==> src/svr_pkg.sv <==
package svr_pkg;

   // clock and counter sizing
   localparam int CLK_PERIOD_NS = 10;
   localparam int CNT_W         = 40;

   // converts a time in milliseconds into clock cycles, never below one
   function automatic longint msToCycles(input longint ms);
      longint cyc;
      cyc = (ms * 1_000_000) / CLK_PERIOD_NS;
      return (cyc < 1) ? 1 : cyc;
   endfunction

   // documented times in their own unit
   localparam longint RESET_STRETCH_MS = 50;      // reset hold after recovery
   localparam longint WD_SHORT_MS      = 100;     // internal oscillator, short period
   localparam longint WD_LONG_MS       = 1600;    // internal oscillator, long period
   localparam longint WD_CAP_MS        = 100_000; // 0.01 uF timing capacitor

   // derived cycle counts
   localparam logic [CNT_W-1:0] RESET_STRETCH_CYC = CNT_W'(msToCycles(RESET_STRETCH_MS));
   localparam logic [CNT_W-1:0] WD_SHORT_CYC      = CNT_W'(msToCycles(WD_SHORT_MS));
   localparam logic [CNT_W-1:0] WD_LONG_CYC       = CNT_W'(msToCycles(WD_LONG_MS));
   localparam logic [CNT_W-1:0] WD_CAP_CYC        = CNT_W'(msToCycles(WD_CAP_MS));
   localparam logic [CNT_W-1:0] CNT_ZERO          = '0;

   // pin inputs, all asynchronous to clk; comparators give high when above threshold
   typedef struct packed {
      logic watchdogClockSelect;   // high: internal oscillator, low: capacitor
      logic oscillatorTimingInput; // internal mode: high picks the long period
      logic watchdogKickInput;     // toggled by the processor
      logic watchdogKickFloating;  // high while the kick pin is left open
      logic lowLineSense;          // high while the low-line sense is above 1.3 V
      logic powerFailSense;        // high while the power-fail sense is above 1.3 V
      logic mainAboveBackup;       // high while main supply exceeds backup supply
      logic backupNearMain;        // high while backup is within 50 mV of main
      logic chipEnableInN;         // incoming chip enable, active low
   } svr_pins_t;

   localparam svr_pins_t PINS_RESET = '{
      watchdogClockSelect:   1'b1,
      oscillatorTimingInput: 1'b1,
      watchdogKickInput:     1'b0,
      watchdogKickFloating:  1'b1,
      lowLineSense:          1'b0,
      powerFailSense:        1'b0,
      mainAboveBackup:       1'b1,
      backupNearMain:        1'b0,
      chipEnableInN:         1'b1
   };

endpackage

==> src/svr_supervisor.sv <==
// What this block does
// clock select low picks capacitor timeout
// capacitor mode timeout is 100 seconds
// internal oscillator gives 100 ms or 1.6 s
// backup nearing main supply pulses reset
// reset while low line, then 50 ms
// processor toggles kick within each period
// missed kick within period pulses reset
// floating kick input disables the watchdog
// power-fail flag low below threshold
// chip select follows input, forced high low-line
// backup-active low while main exceeds backup
// backup mode ignores kick and oscillator inputs
// backup mode: reset, flag low, select high
// every kick edge restarts the timeout count
module svr_supervisor #(
   parameter logic [svr_pkg::CNT_W-1:0] RESET_STRETCH_CYC = svr_pkg::RESET_STRETCH_CYC,
   parameter logic [svr_pkg::CNT_W-1:0] WD_SHORT_CYC      = svr_pkg::WD_SHORT_CYC,
   parameter logic [svr_pkg::CNT_W-1:0] WD_LONG_CYC       = svr_pkg::WD_LONG_CYC,
   parameter logic [svr_pkg::CNT_W-1:0] WD_CAP_CYC        = svr_pkg::WD_CAP_CYC
) (
   input  wire logic               clk,
   input  wire logic               rst,
   input  wire svr_pkg::svr_pins_t pinsIn,
   output logic                    systemResetN,
   output logic                    powerFailWarningFlagN,
   output logic                    gatedChipSelectN,
   output logic                    backupActiveOutput,
   output logic                    watchdogTimeoutPulse
);

   // synchroniser and edge state
   svr_pkg::svr_pins_t syncA_reg, syncB_reg;
   logic               kickPrev_reg, kickPrev_next;
   logic               nearPrev_reg, nearPrev_next;

   // watchdog and reset stretch state
   logic [svr_pkg::CNT_W-1:0] wdCount_reg, wdCount_next;
   logic [svr_pkg::CNT_W-1:0] holdCount_reg, holdCount_next;
   logic                      wdFire_reg, wdFire_next;

   // output state
   logic systemResetN_reg, systemResetN_next;
   logic pfFlag_reg, pfFlag_next;
   logic csOut_reg, csOut_next;
   logic battOn_reg, battOn_next;

   // decoded conditions
   logic                      backupMode;
   logic                      kickEdge;
   logic                      wdEnabled;
   logic [svr_pkg::CNT_W-1:0] wdLimit;
   logic                      resetCause;

   // two-flop synchroniser; only syncB is read by logic
   always_ff @(posedge clk) begin
      if (rst) begin
         syncA_reg <= svr_pkg::PINS_RESET;
         syncB_reg <= svr_pkg::PINS_RESET;
      end else begin
         syncA_reg <= pinsIn;
         syncB_reg <= syncA_reg;
      end
   end

   // condition decode
   always_comb begin
      backupMode = !syncB_reg.mainAboveBackup;
      kickEdge   = syncB_reg.watchdogKickInput != kickPrev_reg;
      wdEnabled  = !syncB_reg.watchdogKickFloating && !backupMode;
      if (!syncB_reg.watchdogClockSelect) begin
         wdLimit = WD_CAP_CYC;
      end else if (syncB_reg.oscillatorTimingInput) begin
         wdLimit = WD_LONG_CYC;
      end else begin
         wdLimit = WD_SHORT_CYC;
      end
      resetCause = !syncB_reg.lowLineSense || backupMode || wdFire_reg
                   || (syncB_reg.backupNearMain && !nearPrev_reg);
   end

   // watchdog next state
   always_comb begin
      kickPrev_next = syncB_reg.watchdogKickInput;
      nearPrev_next = syncB_reg.backupNearMain;
      wdCount_next  = wdCount_reg;
      wdFire_next   = 1'b0;
      if (!wdEnabled || !systemResetN_reg || kickEdge) begin
         wdCount_next = svr_pkg::CNT_ZERO;
      end else if (wdCount_reg >= wdLimit - 1'b1) begin
         wdCount_next = svr_pkg::CNT_ZERO;
         wdFire_next  = 1'b1;
      end else begin
         wdCount_next = wdCount_reg + 1'b1;
      end
   end

   always_ff @(posedge clk) begin
      if (rst) begin
         kickPrev_reg <= 1'b0;
         nearPrev_reg <= 1'b1;
         wdCount_reg  <= svr_pkg::CNT_ZERO;
         wdFire_reg   <= 1'b0;
      end else begin
         kickPrev_reg <= kickPrev_next;
         nearPrev_reg <= nearPrev_next;
         wdCount_reg  <= wdCount_next;
         wdFire_reg   <= wdFire_next;
      end
   end

   // reset stretch and outputs next state
   always_comb begin
      holdCount_next = holdCount_reg;
      if (resetCause) begin
         holdCount_next = RESET_STRETCH_CYC;
      end else if (holdCount_reg != svr_pkg::CNT_ZERO) begin
         holdCount_next = holdCount_reg - 1'b1;
      end
      systemResetN_next = !resetCause && ((holdCount_reg >> 1) == svr_pkg::CNT_ZERO);
      pfFlag_next       = syncB_reg.powerFailSense && !backupMode;
      csOut_next        = (syncB_reg.lowLineSense && !backupMode) ?
                          syncB_reg.chipEnableInN : 1'b1;
      battOn_next       = backupMode;
   end

   always_ff @(posedge clk) begin
      if (rst) begin
         holdCount_reg    <= RESET_STRETCH_CYC;
         systemResetN_reg <= 1'b0;
         pfFlag_reg       <= 1'b0;
         csOut_reg        <= 1'b1;
         battOn_reg       <= 1'b0;
      end else begin
         holdCount_reg    <= holdCount_next;
         systemResetN_reg <= systemResetN_next;
         pfFlag_reg       <= pfFlag_next;
         csOut_reg        <= csOut_next;
         battOn_reg       <= battOn_next;
      end
   end

   // outputs straight from flops
   assign systemResetN          = systemResetN_reg;
   assign powerFailWarningFlagN = pfFlag_reg;
   assign gatedChipSelectN      = csOut_reg;
   assign backupActiveOutput    = battOn_reg;
   assign watchdogTimeoutPulse  = wdFire_reg;
endmodule

==> config.mk <==
export PLATFORM = sky130hd
export DESIGN_NAME = svr_supervisor
export DESIGN_NICKNAME = d
export VERILOG_FILES = /design/src/svr_pkg.sv /design/src/svr_supervisor.sv
export SDC_FILE = /design/constraint.sdc
export NUM_CORES = 1
export LEC_CHECK = 0
export ABC_AREA = 1
export BUFFER_PORTS_ARGS = -buffer_cell sky130_fd_sc_hd__buf_4
export CORE_UTILIZATION = 55
export CTS_CLUSTER_SIZE = 20
export DETAILED_ROUTE_END_ITERATION = 12
export PLACE_DENSITY = 0.72
export SETUP_SLACK_MARGIN = 0.4
export SLEW_MARGIN = 30
export SYNTH_ARGS = -nofsm -noshare
export SYNTH_HDL_FRONTEND = slang
export SYNTH_SLANG_ARGS = --single-unit
==> constraint.sdc <==
create_clock -name clk -period 2.5 [get_ports clk]
set_clock_uncertainty 0.1 [all_clocks]
set_input_delay 0.125 -clock clk [delete_from_list [all_inputs] [get_ports clk]]
set_output_delay 0.125 -clock clk [all_outputs]
set_load 0.01 [all_outputs]
==> results.toml <==
[outcome]
status = "finished, final reports clean"

[yosys]
netlist.area_leader.share_pct = 39.17
yosys_warnings = 0
netlist_instances = 764
synth_cell_type_count = 37
yosys-top-cells-area = "dfxtp_1 (39%), nor2_1 (12%), nand2_1 (10%)"
synth_area_mm2 = 0.005366
syn-mean-instance-area_um2 = 7.024
synth_largest_area_cell = "dfxtp_1"
ys_seq_area_share_pct = 39.17
synth-seq-cells = 105

[setup_path]
r2r-end = "wdCount_reg[32]$_SDFF_PP0_"
critical_path_required_ns = 2.74
end_kind = "flip-flop"
path_buf_inv = 2
start_kind = "flip-flop"
cp_top_family = "simple AND/OR/NAND/NOR gates"
cp-startpoint = "wdCount_reg[0]$_SDFF_PP0_"
cp_slowest_cell = "nor3_1"
rrSetupSlack_ns = 0.26
reg2reg_depth = 9
slowest_delay_ns = 0.51
crit_path_frequent_cell = "inv_1"
crit_fanout = 4
r2r_start = "wdCount_reg[0]$_SDFF_PP0_"
crit_chain = "ha_1 -> nand3_2 -> inv_1 -> nand2_1 -> nor3_1 -> nand3b_1 -> o21ai_0 -> inv_1 -> nor2_1"
critical_path_arrival_ns = 2.48
crit_type = "reg -> reg"

[timing]
max_freq_ghz = 0.4467
worst_slack_ns = 0.2611
post-route-period-util_pct = 89.56
rsz0062_at_grt = "true"
setup_violations = 0
fin_crit_ns = 2.239
maxSlewHeadroom_pct = 63.01
setup-tns-final_ns = 0
hold_viol = 0
slew_viol_final = 0
holdWs_ns = 0.3079
worst_slew_pin_slew_ns = 0.5506

[pwr]
p_clk_share_pct = 37.8
p_sw_uw = 735.1
p_int_mw = 2.257
switching_share_pct = 24.56
peakVddDrop_uv = 382.4
p_per_area_mw_per_mm2 = 453.6
comb_power_share_pct = 5.3
power_leakage_nw = 2.680
pwr-share-seq_pct = 56.9

[cts]
cts-buffers-inserted = 9
cts_root_buf = "clkbuf_8"
clkLatencyLatePin_ns = 0.40
cts_buffer_depth = 2
cts_tree = "yes"
clkSinkCount = 105
htree_levels = 3
clk_pin_slew_ns = 0.11

[routing]
drt.antenna.violating_nets = 0
viasPerCell = 5.168
drt-total-wl_mm = 13.11
drc = 0
wl_per_cell_um = 13.73
dr.first_iter.drc_count = 230
dr_total_vias = 4935
dr.pass1.iters = 5

[cells_and_area]
final_common_cell = "nand2_1"
final_cell_mix = "nand2_1 (144), nor2_1 (134), dfxtp_1 (103), inv_1 (88), nand3_1 (31)"
stdcell_count = 955
diodes = 0
drive_gt1_share_pct = 17.43
finalInstanceArea_mm2 = 0.006598
layout.nets = 855
area_growth_pct = 22.94

[floorplanning]
rows = 35
dieArea_mm2 = 0.01016
start_util_pct = 57.53
fp.dieH_um = 100.8
io_pins = 16
die_w_um = 100.8
coreArea_mm2 = 0.009328

[hold_path]
hold_start = "syncA_reg[1]$_SDFF_PP0_"
hold_depth = 2
whs_endpoint = "nearPrev_next$_SDFF_PP0_"
hold_class = "reg -> reg"

[global_route]
grt_use_met1_pct = 29.91
grt_remaining_overflow = 0
grt_pass1_vias = 4660
grt.total_usage_pct = 27.02
grt_use_met3_pct = 7.698
grt_antenna_before_repair = 0
grt_pass1_wl_mm = 21.16
gr-usage-met2_pct = 48.42
grt_max_degree = 29
grt-busiest-layer = "met2"

[placement]
io_buffers = 15
dp_slack_ns = 0.1535
dpl_cell_area_mm2 = 0.005650
dp_hpwl_mm = 8.564
place_congestion = 0.9326
dpl.cell_count = 906

[run]
cap_violations = 0
tightest hold or removal path, stage by stage (launching register included):
cell and delay, ns:
dfxtp_1 0.31, inv_1 0.04, nor2_1 0.03
cells by family after synthesis:
| family | count (synthesis) | synth area share (%) |
|---|---|---|
| and+or+nand+nor | 435 | 35.30 |
| buffers and inverters | 108 | 7.950 |
| DFF | 105 | 39.17 |
| xor gates and xnor gates | 47 | 7.671 |
| AOI/OAI and AO/OA | 44 | 4.407 |
| adders and majority gates | 23 | 5.363 |
| other | 2 | 0.1399 |
layer usage:
layer | vias to the layer above | wire length, um
met2 | 149 | 6602
li1 | 2491 | -
met1 | 2254 | 5274
met5 | - | 0
met3 | 41 | 743
met4 | 0 | 488
cells in the mapped netlist:
| cell | n |
|---|---|
| nor2_1 | 169 |
| nand2_1 | 150 |
| dfxtp_1 | 105 |
| inv_1 | 91 |
| nand3_1 | 33 |
| xor2_1 | 27 |
| nor3_1 | 24 |
| ha_1 | 23 |
| a21oi_1 | 22 |
| xnor2_1 | 20 |
| o21ai_0 | 15 |
| nand4_1 | 14 |
| or2_2 | 11 |
| nor2_2 | 9 |
| clkbuf_1 | 6 |
| nand2_2 | 6 |
| nand3b_1 | 5 |
| inv_2 | 4 |
| and2_1 | 3 |
| buf_2 | 3 |
| nor3_2 | 3 |
| a211oi_1 | 2 |
| buf_6 | 2 |
| conb_1 | 2 |
| nor4_1 | 2 |
| o31ai_1 | 2 |
| and2_0 | 1 |
| and3_1 | 1 |
| clkinv_1 | 1 |
| inv_4 | 1 |
| nand2_4 | 1 |
| nand3_2 | 1 |
| nor3b_1 | 1 |
| nor4_4 | 1 |
| o211ai_1 | 1 |
| o21a_1 | 1 |
| o22ai_1 | 1 |
worst max path at each step:
stage / slack (ns) / cells past startpoint / end
final: 0.26 / 9 / wdCount_reg[32]$_SDFF_PP0_
after global routing: 0.14 / 14 / wdCount_reg[7]$_SDFF_PP0_
after CTS: 0.31 / 17 / wdCount_reg[17]$_SDFF_PP0_
after detailed placement: 0.15 / 15 / wdCount_reg[30]$_SDFF_PP0_
after global placement: 0.27 / 15 / wdCount_reg[21]$_SDFF_PP0_
after floorplan: 0.40 / 15 / wdCount_reg[25]$_SDFF_PP0_
power groups by stage:
stage | Clock [mW] | Combinational, mW | Sequential (mW)
floorplan | 0 | 0.0758 | 1.74
global placement | 0 | 0.103 | 1.74
detailed placement | 0 | 0.106 | 1.74
CTS | 1.15 | 0.145 | 1.70
global route | 1.22 | 0.174 | 1.71
finish | 1.13 | 0.158 | 1.70
per-stage QoR:
step                      util (%)  power (mW)
after floorplan                  -       1.818
after global placement       60.58       1.846
after detailed placement     60.58       1.850
after CTS                    68.41       2.997
after global routing         70.73       3.101
final                        70.73       2.992
layout make-up:
cell class / instances / area [um^2]
Multi-Input combinational cell: 556 / 3204
Clock buffer: 10 / 127.6
Clock inverter: 6 / 78.83
Sequential cell: 105 / 2110
Tap cell: 129 / 161.4
Fill cell: 729 / 2730
Inverter: 97 / 366.6
Timing Repair Buffer: 52 / 549.3
timing repair:
action                                  in CTS  in global routing
hold buffers                                19                  0
cloned                                       3                  0
hold endpoints to repair                    22                  0
setup buffers                               10                  1
resized for setup                           39                 53
endpoints found under the setup margin      43                 47
pin swaps                                   19                 16
(Power assumes the default switching activity.)
